File: src/inc/spicsf_pkg.sv
// Package with register map, field layout and reset values of the serial port control/status block
//
// Summary of operation
// - Transfer-done flag set at end of transfer; only software ever clears it.
// - With interrupts enabled, any set transfer-done flag raises the port interrupt.
// - Data write during a busy transfer sets write-collision flag and interrupt.
// - Select low, master enabled and wiring mode 01 set mode-fault flag.
// - Last bit arriving while receive buffer unread sets receive-overrun flag.
// - Receive overrun is detected only while operating as a slave.
// - Wiring mode 00 is three-wire operation; select is not routed to a pin.
// - Wiring mode 01, the reset value, takes slave select as an input.
// - Wiring mode 1x drives slave select out at the mode's low bit level while the port is enabled.
// - Software writing the transmit buffer clears the buffer-empty indication.
// - Buffer byte moving into the shift register sets the buffer-empty indication.
// - Port enable bit 0 disables the serial port, 1 enables it.
// - Register sits at special-function address f8, page 00, bit addressable.
package spicsf_pkg;
  localparam logic [7:0] CSR_ADDR = 8'hf8;
  localparam logic [7:0] CSR_PAGE = 8'h00;
  localparam logic [7:0] CSR_RESET = 8'h06;
  // Bit positions inside serial_port_control_status
  localparam int BIT_DONE = 7;
  localparam int BIT_WRITE_COLLISION_FLAG = 6;
  localparam int BIT_MODE_FAULT_FLAG = 5;
  localparam int BIT_OVRN = 4;
  localparam int BIT_MODE_HI = 3;
  localparam int BIT_MODE_LO = 2;
  localparam int BIT_TXE = 1;
  localparam int BIT_EN = 0;
  // Wiring mode encodings
  localparam logic [1:0] MODE_3WIRE = 2'h0;
  localparam logic [1:0] MODE_4WIRE_IN = 2'h1;
endpackage

File: src/rtl/spicsf_ctrl.sv
// Control and status register of the byte-wide serial port, with flags, select wiring and interrupt
`timescale 1ns/1ps
module spicsf_ctrl
(
  input wire logic i_clk,
  input wire logic i_rstn,
  input wire logic [7:0] i_sfr_addr,
  input wire logic [7:0] i_sfr_page,
  input wire logic i_sfr_wr,
  input wire logic i_sfr_rd,
  input wire logic [7:0] i_sfr_wdata,
  input wire logic i_bit_wr,
  input wire logic [2:0] i_bit_sel,
  input wire logic i_bit_val,
  input wire logic i_data_wr,
  input wire logic i_xfer_busy,
  input wire logic i_xfer_done,
  input wire logic i_last_bit,
  input wire logic i_rx_unread,
  input wire logic i_shift_load,
  input wire logic i_master_enable,
  input wire logic i_int_enable,
  input wire logic i_slave_select_n,
  output logic [7:0] o_sfr_rdata,
  output logic o_data_accept,
  output logic o_port_enable,
  output logic o_slave_sel_n,
  output logic o_slave_select_n,
  output logic o_slave_select_oe,
  output logic o_select_routed,
  output logic o_irq
);

  // Register state
  logic done_flag;
  logic write_collision_flag_flag;
  logic mode_fault_flag_flag;
  logic ovrn_flag;
  logic [1:0] wiring_mode;
  logic tx_empty;
  logic port_en;
  logic [7:0] rdata;
  logic accept;
  logic irq;
  logic sel_int_n;
  logic sel_out_n;
  logic sel_oe;
  logic routed;
  logic next_done_flag;
  logic next_write_collision_flag_flag;
  logic next_mode_fault_flag_flag;
  logic next_ovrn_flag;
  logic [1:0] next_wiring_mode;
  logic next_tx_empty;
  logic next_port_en;
  logic [7:0] next_rdata;
  logic next_accept;
  logic next_irq;
  logic next_sel_int_n;
  logic next_sel_out_n;
  logic next_sel_oe;
  logic next_routed;

  // Two-stage synchroniser for the select pin; only the second stage is read
  logic sel_meta;
  logic sel_sync;

  // Decoded accesses and the current register image
  logic csr_hit;
  logic byte_wr;
  logic bit_wr;
  logic [7:0] csr_now;
  logic [7:0] wmask;
  logic [7:0] wval;

  always_ff @(posedge i_clk or negedge i_rstn)
  begin
    if (!i_rstn)
    begin
      sel_meta <= 1'b1;
      sel_sync <= 1'b1;
    end
    else
    begin
      sel_meta <= i_slave_select_n;
      sel_sync <= sel_meta;
    end
  end

  // Address decode: one register on one page, byte or bit access
  always_comb
  begin
    csr_hit = (i_sfr_addr == spicsf_pkg::CSR_ADDR) && (i_sfr_page == spicsf_pkg::CSR_PAGE);
    byte_wr = csr_hit && i_sfr_wr;
    bit_wr = csr_hit && i_bit_wr && !i_sfr_wr;
    csr_now = {done_flag, write_collision_flag_flag, mode_fault_flag_flag, ovrn_flag, wiring_mode, tx_empty, port_en};
    // Mask marks the bits touched by this write, value holds what is written to them
    wmask = 8'h00;
    wval = 8'h00;
    if (byte_wr)
    begin
      wmask = 8'hff;
      wval = i_sfr_wdata;
    end
    else if (bit_wr)
    begin
      wmask[i_bit_sel] = 1'b1;
      wval[i_bit_sel] = i_bit_val;
    end
  end

  // Next register values; hardware set of a flag wins over a software clear, an accepted data write wins over shift load
  always_comb
  begin
    next_accept = 1'b0;
    next_tx_empty = tx_empty;
    // Writes of 1 to a flag are ignored so software cannot fake an event
    next_done_flag = done_flag && !(wmask[spicsf_pkg::BIT_DONE] && !wval[spicsf_pkg::BIT_DONE]);
    next_write_collision_flag_flag = write_collision_flag_flag && !(wmask[spicsf_pkg::BIT_WRITE_COLLISION_FLAG] && !wval[spicsf_pkg::BIT_WRITE_COLLISION_FLAG]);
    next_mode_fault_flag_flag = mode_fault_flag_flag && !(wmask[spicsf_pkg::BIT_MODE_FAULT_FLAG] && !wval[spicsf_pkg::BIT_MODE_FAULT_FLAG]);
    next_ovrn_flag = ovrn_flag && !(wmask[spicsf_pkg::BIT_OVRN] && !wval[spicsf_pkg::BIT_OVRN]);
    next_wiring_mode = wiring_mode;
    next_port_en = port_en;
    if (wmask[spicsf_pkg::BIT_MODE_HI])
    begin
      next_wiring_mode[1] = wval[spicsf_pkg::BIT_MODE_HI];
    end
    if (wmask[spicsf_pkg::BIT_MODE_LO])
    begin
      next_wiring_mode[0] = wval[spicsf_pkg::BIT_MODE_LO];
    end
    if (wmask[spicsf_pkg::BIT_EN])
    begin
      next_port_en = wval[spicsf_pkg::BIT_EN];
    end
    // Events only count while the port is enabled
    if (port_en)
    begin
      if (i_xfer_done)
      begin
        next_done_flag = 1'b1;
      end
      if (i_data_wr && i_xfer_busy)
      begin
        next_write_collision_flag_flag = 1'b1;
      end
      if (!sel_sync && i_master_enable && (wiring_mode == spicsf_pkg::MODE_4WIRE_IN))
      begin
        next_mode_fault_flag_flag = 1'b1;
      end
      if (i_last_bit && i_rx_unread && !i_master_enable)
      begin
        next_ovrn_flag = 1'b1;
      end
      if (i_shift_load)
      begin
        next_tx_empty = 1'b1;
      end
      // Colliding write is dropped so the shifting byte stays intact
      if (i_data_wr && !i_xfer_busy)
      begin
        next_accept = 1'b1;
        next_tx_empty = 1'b0;
      end
    end
    // One interrupt line for all four events
    next_irq = i_int_enable && (next_done_flag || next_write_collision_flag_flag || next_mode_fault_flag_flag || next_ovrn_flag);
    // Select wiring: pin input, unrouted, or driven from the mode's low bit
    next_routed = 1'b1;
    next_sel_oe = 1'b0;
    next_sel_out_n = 1'b1;
    next_sel_int_n = 1'b1;
    if (next_wiring_mode == spicsf_pkg::MODE_3WIRE)
    begin
      next_routed = 1'b0;
      next_sel_int_n = 1'b0;
    end
    else if (next_wiring_mode == spicsf_pkg::MODE_4WIRE_IN)
    begin
      next_sel_int_n = sel_sync;
    end
    else
    begin
      next_sel_oe = next_port_en;
      next_sel_out_n = next_wiring_mode[0];
    end
    // Reads return the live image; unmatched addresses read zero
    next_rdata = (csr_hit && i_sfr_rd) ? csr_now : 8'h00;
  end

  // Register stage; outputs come straight from these flops
  always_ff @(posedge i_clk or negedge i_rstn)
  begin
    if (!i_rstn)
    begin
      done_flag <= spicsf_pkg::CSR_RESET[spicsf_pkg::BIT_DONE];
      write_collision_flag_flag <= spicsf_pkg::CSR_RESET[spicsf_pkg::BIT_WRITE_COLLISION_FLAG];
      mode_fault_flag_flag <= spicsf_pkg::CSR_RESET[spicsf_pkg::BIT_MODE_FAULT_FLAG];
      ovrn_flag <= spicsf_pkg::CSR_RESET[spicsf_pkg::BIT_OVRN];
      wiring_mode <= spicsf_pkg::CSR_RESET[spicsf_pkg::BIT_MODE_HI:spicsf_pkg::BIT_MODE_LO];
      tx_empty <= spicsf_pkg::CSR_RESET[spicsf_pkg::BIT_TXE];
      port_en <= spicsf_pkg::CSR_RESET[spicsf_pkg::BIT_EN];
      rdata <= 8'h00;
      accept <= 1'b0;
      irq <= 1'b0;
      sel_int_n <= 1'b1;
      sel_out_n <= 1'b1;
      sel_oe <= 1'b0;
      routed <= 1'b1;
    end
    else
    begin
      done_flag <= next_done_flag;
      write_collision_flag_flag <= next_write_collision_flag_flag;
      mode_fault_flag_flag <= next_mode_fault_flag_flag;
      ovrn_flag <= next_ovrn_flag;
      wiring_mode <= next_wiring_mode;
      tx_empty <= next_tx_empty;
      port_en <= next_port_en;
      rdata <= next_rdata;
      accept <= next_accept;
      irq <= next_irq;
      sel_int_n <= next_sel_int_n;
      sel_out_n <= next_sel_out_n;
      sel_oe <= next_sel_oe;
      routed <= next_routed;
    end
  end

  // Output wiring
  assign o_sfr_rdata = rdata;
  assign o_data_accept = accept;
  assign o_port_enable = port_en;
  assign o_slave_sel_n = sel_int_n;
  assign o_slave_select_n = sel_out_n;
  assign o_slave_select_oe = sel_oe;
  assign o_select_routed = routed;
  assign o_irq = irq;

endmodule

File: config.mk
export PLATFORM = sky130hd
export DESIGN_NAME = spicsf_ctrl
export DESIGN_NICKNAME = d
export VERILOG_FILES = /design/src/inc/spicsf_pkg.sv /design/src/rtl/spicsf_ctrl.sv
export SDC_FILE = /design/constraint.sdc
export NUM_CORES = 1
export LEC_CHECK = 0
export BUFFER_PORTS_ARGS = -buffer_cell sky130_fd_sc_hd__buf_2
export CAP_MARGIN = 0
export CORE_ASPECT_RATIO = 0.6
export CORE_MARGIN = 5
export CORE_UTILIZATION = 30
export CTS_CLUSTER_DIAMETER = 100
export DETAILED_ROUTE_END_ITERATION = 12
export PLACE_DENSITY_LB_ADDON = 0.25
export SLEW_MARGIN = 20
export SYNTH_ARGS = -nofsm -noshare
export SYNTH_HDL_FRONTEND = slang
export SYNTH_SLANG_ARGS = --single-unit
File: constraint.sdc
create_clock -name i_clk -period 4.2 [get_ports i_clk]
set_input_delay 0.42 -clock i_clk [delete_from_list [all_inputs] [get_ports i_clk]]
set_output_delay 0.42 -clock i_clk [all_outputs]
set_load 0.01 [all_outputs]
==> results.sh, run 1 <==
export IMPL_nNetsFinal=187
export IMPL_viasPerCell=4.57
export IMPL_layout_drive_gt1_share_pct=48.6
export IMPL_ys_seq_elements=24
export IMPL_grt_pass1_vias=858
export IMPL_syn_area_um2=1020
export IMPL_grt_pass1_wl_um=3840
export IMPL_io_buffers=55
export IMPL_period_minus_slack_ps=2430
export IMPL_worst_ep_required_time_ps=4350
export IMPL_clock_power_share_pct=35.8
export IMPL_drt_pass1_iterations=4
export IMPL_seq_area_frac_synth_pct=59.8
export IMPL_p_sw_mw=0.0840
export IMPL_hold_viol_final=0
export IMPL_antenna_found_initial=0
export IMPL_utilization_pct=42.8
export IMPL_synthDistinctLibCells=30
export IMPL_rsz0062_at_grt="false"
export IMPL_cts_resized_gates=0
export IMPL_drt_total_wl_um=2440
export IMPL_slew_headroom_pct=65.6
export IMPL_fp_dieW_um=85.2
export IMPL_syn_avg_cell_area_um2=11.7
export IMPL_leakage_nw=0.723
export IMPL_layout_commonest_cell="buf_2"
export IMPL_cts_sinks=24
export IMPL_n_antenna_cell=0
export IMPL_setup_tns_ps=0
export IMPL_start_util_pct=31.2
export IMPL_largest_reg_flops=8
export IMPL_n_fill_cell=331
export IMPL_vias=864
export IMPL_comb_power_share_pct=8.4
export IMPL_p_per_area_nw_per_um2=300
export IMPL_hold_class="input port to async pin"
export IMPL_worst_slew_pin_slew_ps=516
export IMPL_crit_arrival_ps=2580
export IMPL_syn2layout_area_growth_pct=37.1
export IMPL_internal_power_mw=0.335
export IMPL_grt_usage_pct=10.8
export IMPL_place_hpwl_um=2040
export IMPL_yosysWarnings=0
export IMPL_cts_reportedPaths_clkPinSlew_ps=80
export IMPL_final_cell_mix="buf_2, dfrtp_1, and2_1, nand2_1, dfstp_2"
export IMPL_hold_buffers=0
export IMPL_cp_end_kind="register"
export IMPL_syn_inst=87
export IMPL_design_power_total_mw=0.419
export IMPL_p_seq_share_pct=55.8
export IMPL_grt_ovfl_total=0
export IMPL_fin_crit_sh_pct=57.9
export IMPL_cts_root_buf="clkbuf_8"
export IMPL_cts_tree="yes"
export IMPL_outcome="finished clean"
export IMPL_ant_nets=0
export IMPL_first_iter_violations=45
export IMPL_gp_congestion=0.758
export IMPL_post_cts_buffers=0
export IMPL_h_tree_depth=1
export IMPL_skew_ps=2.63
export IMPL_final_cells=189
export IMPL_startpoint_type="input port"
export IMPL_dpl_cell_count=185
export IMPL_ir_worst_vdd_uv=135
export IMPL_p_sw_share_pct=20.0
export IMPL_grt_max_degree=25
export IMPL_cts_buffers=3
export IMPL_final_max_slew_violation_count=0
export IMPL_max_cap_viol_count=0
export IMPL_critPathKind="input port to register"
export IMPL_design_die_area_um2=4700
export IMPL_clk_path_buf_depth=2
export IMPL_setup_violations=0
export IMPL_clk_latency_ps=260
export IMPL_synth_fp_nets=129
export IMPL_die_y_um=55.1
export IMPL_num_rows=16
export IMPL_ioPinCount=57
export IMPL_coreArea_um2=3260
export IMPL_clock_fmax_ghz=0.411
export IMPL_critPathMaxFanout=9
export IMPL_wl_per_cell_um=12.9
export IMPL_route_detailed_drc=0
metal layers:
| metal | global-route usage (%) | vias to the layer above | wire length [µm] |
|---|---|---|---|
| li1 | - | 434 | - |
| met2 | 18.4 | 24 | 1220 |
| met5 | 0 | - | 0 |
| met1 | 13.2 | 402 | 1050 |
| met3 | 4.59 | 4 | 157 |
| met4 | 1.84 | 0 | 19 |
power by group through the flow:
stage | clock network, mW | logic, mW | registers, mW
2_1_floorplan | 0 | 0.00838 | 0.239
3_5_place_dp | 0 | 0.0357 | 0.238
5_1_grt | 0.164 | 0.0396 | 0.234
3_3_place_gp | 0 | 0.0345 | 0.238
6_report | 0.150 | 0.0353 | 0.234
4_1_cts | 0.157 | 0.0358 | 0.234
logic make-up (layout without fill, tap and decap cells):
logic type | Yosys count | count (layout) | share of synthesized area (%)
AND/OR/NAND/NOR | 35 | 35 | 20.6
flip-flops | 24 | 24 | 59.8
AO/OA/AOI/OAI | 18 | 18 | 14.5
buffers and inverters | 8 | 65 | 3.07
multiplexers | 2 | 2 | 1.97
cell type report:
type,instances,area (µm²),share of cell area (%)
timing repair buffer,55,275,19.7
clock buffer,4,55.1,3.94
sequential,24,609,43.6
tap,45,56.3,4.03
inverter,6,22.5,1.61
multi-input combinational,55,378,27.1
worst paths after layout:
kind / cells after the start / to / slack, ps / from
setup / recovery: 7 / o_slave_select_oe / 1770 / i_sfr_page[1]
min in group i_clk: 1 / sel_meta / 250 / i_slave_select_n
hold / removal: 1 / o_sfr_rdata[7] / 120 / i_rstn
setup reg to reg: 2 / o_irq / 2770 / o_port_enable
hold reg to reg: 0 / sel_sync / 360 / sel_meta
max in group asynchronous: 1 / o_slave_select_n / 3710 / i_rstn
stage by stage:
step	worst slack [ps]	cell area (µm²)	hold slack (ps)
floorplan	1750	1020	124
global placement	1500	1340	347
detailed placement	1480	1340	348
CTS	1770	1400	140
global route	1650	1400	161
finish	1770	1400	124
synth_stat cells:
cell type | n | area share, %
clkbuf_1 | 1 | 0.37
and2_1 | 8 | 4.9
dfstp_2 | 7 | 18
o21ai_0 | 4 | 2.0
o21bai_1 | 1 | 0.74
nor2_1 | 4 | 1.5
or4b_1 | 2 | 2.0
nor3_2 | 1 | 0.98
nand2_1 | 8 | 2.9
o32a_1 | 3 | 2.9
mux2i_1 | 2 | 2.0
buf_2 | 1 | 0.49
inv_1 | 6 | 2.2
nand2b_1 | 1 | 0.61
nor4bb_1 | 1 | 0.98
o211a_1 | 1 | 0.98
or4_1 | 2 | 1.5
nand3_1 | 3 | 1.5
o221a_2 | 1 | 1.1
a21oi_1 | 1 | 0.49
o21a_1 | 1 | 0.74
a21o_2 | 1 | 0.86
o221ai_1 | 1 | 0.86
dfrtp_1 | 17 | 42
a41oi_1 | 1 | 0.86
a21oi_2 | 1 | 0.86
nand4b_1 | 3 | 2.6
nor4_1 | 2 | 1.2
a221o_1 | 1 | 0.98
o41a_1 | 1 | 1.1
critical path, cell delays in order:
cell	delay [ps]
buf_2	90
or4b_1	530
or4_1	710
nor4_1	390
mux2i_1	240
nand2_1	90
o211a_1	120
No activity file was read; power rests on OpenSTA's default activity.
==> inputs of run 2 (changes only) <==
==> constraint.sdc (replaced) <==
create_clock -name i_clk -period 2.35 [get_ports i_clk]
set_input_delay 0.235 -clock i_clk [delete_from_list [all_inputs] [get_ports i_clk]]
set_output_delay 0.235 -clock i_clk [all_outputs]
set_load 0.01 [all_outputs]
==> run 2 against run 1 <==
Against the previous run: first-iteration DRC count decreased by 29%; final cell count grew 1.6%; setup slack worse by 1600 ps; die area stayed put; critical endpoint is now o_irq; largest power group unchanged.
==> results.sh, run 2 (synthesis results as in run 1) <==
export IMPL_worst_ep_required_time_ps=2500
export IMPL_grt_usage_pct=10.8
export IMPL_timing_critical_path_buf_inv=1
export IMPL_cp_cell_sequence="buf_2 > or4b_1 > or4_1 > a221o_1 > o41a_1"
export IMPL_skew_ps=4.39
export IMPL_layout_drive_gt1_share_pct=49.7
export IMPL_start_util_pct=31.2
export IMPL_syn2layout_area_growth_pct=41.8
export IMPL_cp_end_kind="register"
export IMPL_critPathMaxFanout=7
export IMPL_io_buffers=55
export IMPL_ir_worst_vdd_uv=300
export IMPL_clock_fmax_ghz=0.457
export IMPL_drt_total_wl_um=2460
export IMPL_internal_power_mw=0.679
export IMPL_coreArea_um2=3260
export IMPL_p_per_area_nw_per_um2=580
export IMPL_max_stage_delay_ps=690
export IMPL_die_y_um=55.1
export IMPL_drt_pass1_iterations=4
export IMPL_first_iter_violations=32
export IMPL_critPathKind="input port to register"
export IMPL_vias=862
export IMPL_utilization_pct=44.2
export IMPL_n_antenna_cell=0
export IMPL_cts_sinks=24
export IMPL_design_die_area_um2=4700
export IMPL_h_tree_depth=1
export IMPL_nNetsFinal=190
export IMPL_rsz0062_at_grt="false"
export IMPL_fp_dieW_um=85.2
export IMPL_grt_pass1_vias=875
export IMPL_cts_buffers=3
export IMPL_viasPerCell=4.49
export IMPL_whs_ps=62.9
export IMPL_ioPinCount=57
export IMPL_layout_commonest_cell="buf_2"
export IMPL_p_seq_share_pct=49.9
export IMPL_clk_latency_ps=270
export IMPL_period_minus_slack_ps=2190
export IMPL_grt_max_degree=25
export IMPL_setup_violations=0
export IMPL_p_sw_share_pct=19.0
export IMPL_crit_family="simple AND/OR/NAND/NOR gates"
export IMPL_comb_power_share_pct=7.7
export IMPL_final_cell_mix="buf_2, dfrtp_1, and2_1, nand2_1, dfstp_2"
export IMPL_gp_congestion=0.732
export IMPL_grt_pass1_wl_um=3790
export IMPL_largest_reg_flops=8
export IMPL_startpoint_type="input port"
export IMPL_antenna_found_initial=0
export IMPL_ant_nets=0
export IMPL_wl_per_cell_um=12.8
export IMPL_crit_path_top_delay_cell="or4_1"
export IMPL_final_max_slew_violation_count=0
export IMPL_place_hpwl_um=2000
export IMPL_crit_arrival_ps=2340
export IMPL_clock_power_share_pct=42.4
export IMPL_outcome="finished clean"
export IMPL_p_sw_mw=0.159
export IMPL_hold_viol_final=0
export IMPL_worst_slew_pin_slew_ps=509
export IMPL_slew_headroom_pct=66.0
export IMPL_setup_tns_ps=0
export IMPL_cts_reportedPaths_clkPinSlew_ps=80
export IMPL_clk_path_buf_depth=2
export IMPL_route_detailed_drc=0
export IMPL_fin_crit_sh_pct=93.0
export IMPL_max_cap_viol_count=0
export IMPL_hold_class="input port to register"
export IMPL_num_rows=16
export IMPL_leakage_nw=0.742
export IMPL_cts_root_buf="clkbuf_8"
export IMPL_cts_tree="yes"
export IMPL_grt_ovfl_total=0
==> run 2: cell count changes in the layout (fill, tap and decap cells not counted) <==
cell	delta
bufinv_16	+1
clkbuf_8	-1
dlygate4sd3_1	+1
nor4_2	+1
nor4_1	-1
buf_4	+2
==> run 2: worst paths after layout <==
path | start | to | slack, ps | depth (start not counted)
hold / removal | i_slave_select_n | sel_meta | 60 | 1
hold reg to reg | sel_meta | sel_sync | 360 | 0
max in group asynchronous | i_rstn | sel_meta | 1520 | 2
setup reg to reg | o_port_enable | o_irq | 940 | 2
setup / recovery | i_sfr_page[1] | o_irq | 160 | 5
min in group asynchronous | i_rstn | write_collision_flag_flag | 470 | 2
==> run 2: timing repair <==
item | 4_1_cts | 5_1_grt
endpoints found under the hold margin | 17 | 0
hold buffers | 1 | 0
buffers inserted | 0 | 0
endpoints found under the setup margin | 0 | 2
resized for setup | 0 | 1
==> run 2: metrics by stage <==
stage / instance area, µm² / power [mW] / cells / setup WS [ps]
after floorplan: 1020 / 0.442 / 87 / 85.3
after global placement: 1360 / 0.488 / 187 / -115
after detailed placement: 1360 / 0.490 / 187 / -136
after CTS: 1440 / 0.849 / 192 / 138
after global routing: 1440 / 0.873 / 192 / 52.7
final: 1440 / 0.838 / 192 / 164
==> run 2: area by class of cell <==
type                       instances  area, µm²
multi-input combinational         55        384
tap                               45       56.3
timing repair buffer              58        300
sequential                        24        609
clock inverter                     1       30.0
inverter                           6       22.5
fill                             327       1820
clock buffer                       3       41.3
==> run 2: power by group through the flow <==
stage	combinational [mW]	clock [mW]	sequential, mW
final	0.0644	0.355	0.418
after CTS	0.0651	0.366	0.419
after global placement	0.0619	0	0.426
after global routing	0.0725	0.382	0.419
after detailed placement	0.0637	0	0.426
after floorplan	0.0150	0	0.427
==> run 2: metal layers <==
layer	GRT usage, %	vias up	part of all wire (%)
li1	-	440	-
met5	0	-	0
met4	2.37	0	0.49
met2	18.3	21	48
met1	13.0	399	44
met3	4.73	2	6.9
==> inputs of run 3 (changes only) <==
--- a/config.mk
+++ b/config.mk
@@ -12,7 +12,7 @@
 export CORE_UTILIZATION = 30
 export CTS_CLUSTER_DIAMETER = 100
 export DETAILED_ROUTE_END_ITERATION = 12
-export PLACE_DENSITY_LB_ADDON = 0.25
+export PLACE_DENSITY_LB_ADDON = 0.1
 export SLEW_MARGIN = 20
 export SYNTH_ARGS = -nofsm -noshare
 export SYNTH_HDL_FRONTEND = slang
==> run 3 against run 2 <==
Against the previous run: setup slack better by 2.9 ps; via count is 0.93% higher; clock skew is 2.9 ps lower; design area is 1.3% lower; first-iteration DRC count is 13% lower; clock power is 32% lower; wire length is 4.7% higher; non-clock buffer count is 1 higher; count of clock-buffer cells in the layout is 1 higher; total power is 14% lower; largest cell class unchanged; highest routed layer is now met3.
==> results.sh, run 3 (synthesis results as in run 1) <==
export IMPL_nNetsFinal=191
export IMPL_rr_endpoint="o_irq"
export IMPL_die_y_um=55.1
export IMPL_cp_cell_sequence="buf_2 > or4b_1 > or4_1 > a221o_1 > o41a_1"
export IMPL_slew_headroom_pct=64.7
export IMPL_p_sw_mw=0.150
export IMPL_ant_nets=0
export IMPL_period_minus_slack_ps=2180
export IMPL_largest_reg_flops=8
export IMPL_final_cell_mix="buf_2, dfrtp_1, and2_1, nand2_1, dfstp_2"
export IMPL_seqCellArea_um2=609
export IMPL_n_antenna_cell=0
export IMPL_cts_buffers=3
export IMPL_whs_ps=65.0
export IMPL_place_hpwl_um=2100
export IMPL_layout_commonest_cell="buf_2"
export IMPL_io_buffers=55
export IMPL_gp_congestion=0.721
export IMPL_cts_reportedPaths_clkPinSlew_ps=80
export IMPL_hold_viol_final=0
export IMPL_final_max_slew_violation_count=0
export IMPL_grt_ovfl_total=0
export IMPL_crit_arrival_ps=2330
export IMPL_drt_pass1_iterations=2
export IMPL_critPathKind="input port to register"
export IMPL_hold_end="sel_meta"
export IMPL_r2r_slack_ps=940
export IMPL_p_per_area_nw_per_um2=507
export IMPL_outcome="finished clean"
export IMPL_syn2layout_area_growth_pct=39.9
export IMPL_route_detailed_drc=0
export IMPL_setup_tns_ps=0
export IMPL_coreArea_um2=3260
export IMPL_p_seq_share_pct=58.0
export IMPL_startpoint_type="input port"
export IMPL_multi_input_area_um2=384
export IMPL_wl_per_cell_um=13.4
export IMPL_n_fill_cell=318
export IMPL_ir_worst_vdd_uv=279
export IMPL_grt_pass1_wl_um=4080
export IMPL_p_sw_share_pct=20.8
export IMPL_crit_path_top_delay_cell="or4_1"
export IMPL_clock_power_share_pct=33.2
export IMPL_whs_path_depth=1
export IMPL_cts_root_buf="clkbuf_8"
export IMPL_cts_sinks=24
export IMPL_setup_violations=0
export IMPL_max_stage_delay_ps=690
export IMPL_start_util_pct=31.2
export IMPL_cts_tree="yes"
export IMPL_num_rows=16
export IMPL_comb_power_share_pct=8.8
export IMPL_antenna_found_initial=0
export IMPL_vias=870
export IMPL_layout_drive_gt1_share_pct=49.3
export IMPL_hold_class="input port to register"
export IMPL_worst_slew_pin_slew_ps=529
export IMPL_critPathMaxFanout=7
export IMPL_drt_total_wl_um=2580
export IMPL_grt_pass1_vias=899
export IMPL_h_tree_depth=1
export IMPL_grt_usage_pct=11.6
export IMPL_grt_max_degree=25
export IMPL_rr_worst_depth=2
export IMPL_first_iter_violations=28
export IMPL_internal_power_mw=0.572
export IMPL_cp_end_kind="register"
export IMPL_post_cts_buffers=0
export IMPL_clk_path_buf_depth=2
export IMPL_rsz0062_at_grt="false"
export IMPL_worst_ep_required_time_ps=2490
export IMPL_fin_crit_sh_pct=92.9
export IMPL_reg2reg_from="o_port_enable"
export IMPL_skew_ps=1.48
export IMPL_min_delay_start="i_slave_select_n"
export IMPL_viasPerCell=4.51
export IMPL_max_cap_viol_count=0
export IMPL_ioPinCount=57
export IMPL_clock_fmax_ghz=0.458
export IMPL_clk_latency_ps=260
export IMPL_design_die_area_um2=4700
export IMPL_leakage_nw=0.735
export IMPL_fp_dieW_um=85.2
## run 3: layout make-up
| type | count | share of cell area [%] |
|---|---|---|
| Sequential cell | 24 | 42.8 |
| Multi-Input combinational cell | 55 | 27.0 |
| Timing Repair Buffer | 59 | 21.6 |
| Tap cell | 45 | 3.95 |
| Clock buffer | 4 | 3.16 |
| Inverter | 6 | 1.58 |
## run 3: per-layer routing
metal,GRT usage (%),wire (µm)
met5,0,0
met4,1.58,0
met3,4.44,158
met2,20.6,1310
met1,13.9,1110
## run 3: critical path: cells and delay by family
kind            cells  cell delay, ps
simple gates        2            1220
compound gates      2             780
buf+inv             1              90
## run 3: how the worst max path moves through the flow
stage / start / endpoint / slack (ps) / depth (start not counted)
after global routing: i_sfr_page[1] / o_irq / 10 / 6
after CTS: i_sfr_page[1] / o_slave_select_oe / 160 / 7
final: i_sfr_page[1] / o_irq / 170 / 5
after global placement: i_sfr_page[1] / o_irq / -100 / 5
after detailed placement: i_sfr_page[1] / o_slave_select_oe / -110 / 7
after floorplan: i_sfr_page[1] / o_irq / 90 / 5
## run 3: what timing repair did
item                                    4_1_cts  5_1_grt
endpoints found under the setup margin        0        2
hold endpoints to repair                     17        0
hold buffers                                  1        0
gates resized for setup                       0        1
## run 3: metrics by stage
stage | power (mW) | util (%) | setup slack [ps] | instance area, µm² | cells
2_1_floorplan | 0.442 | - | 85.3 | 1020 | 87
3_3_place_gp | 0.488 | 41.8 | -97.2 | 1360 | 188
3_5_place_dp | 0.490 | 41.8 | -107 | 1360 | 188
4_1_cts | 0.733 | 43.5 | 165 | 1420 | 193
5_1_grt | 0.760 | 43.7 | 13.4 | 1430 | 193
6_report | 0.722 | 43.7 | 166 | 1430 | 193
## run 3: power by group through the flow
stage                     clock, mW  sequential [mW]  combinational [mW]
after floorplan                   0            0.427              0.0150
final                         0.240            0.419              0.0635
after global placement            0            0.426              0.0615
after CTS                     0.250            0.419              0.0643
after global routing          0.268            0.419              0.0728
after detailed placement          0            0.426              0.0630
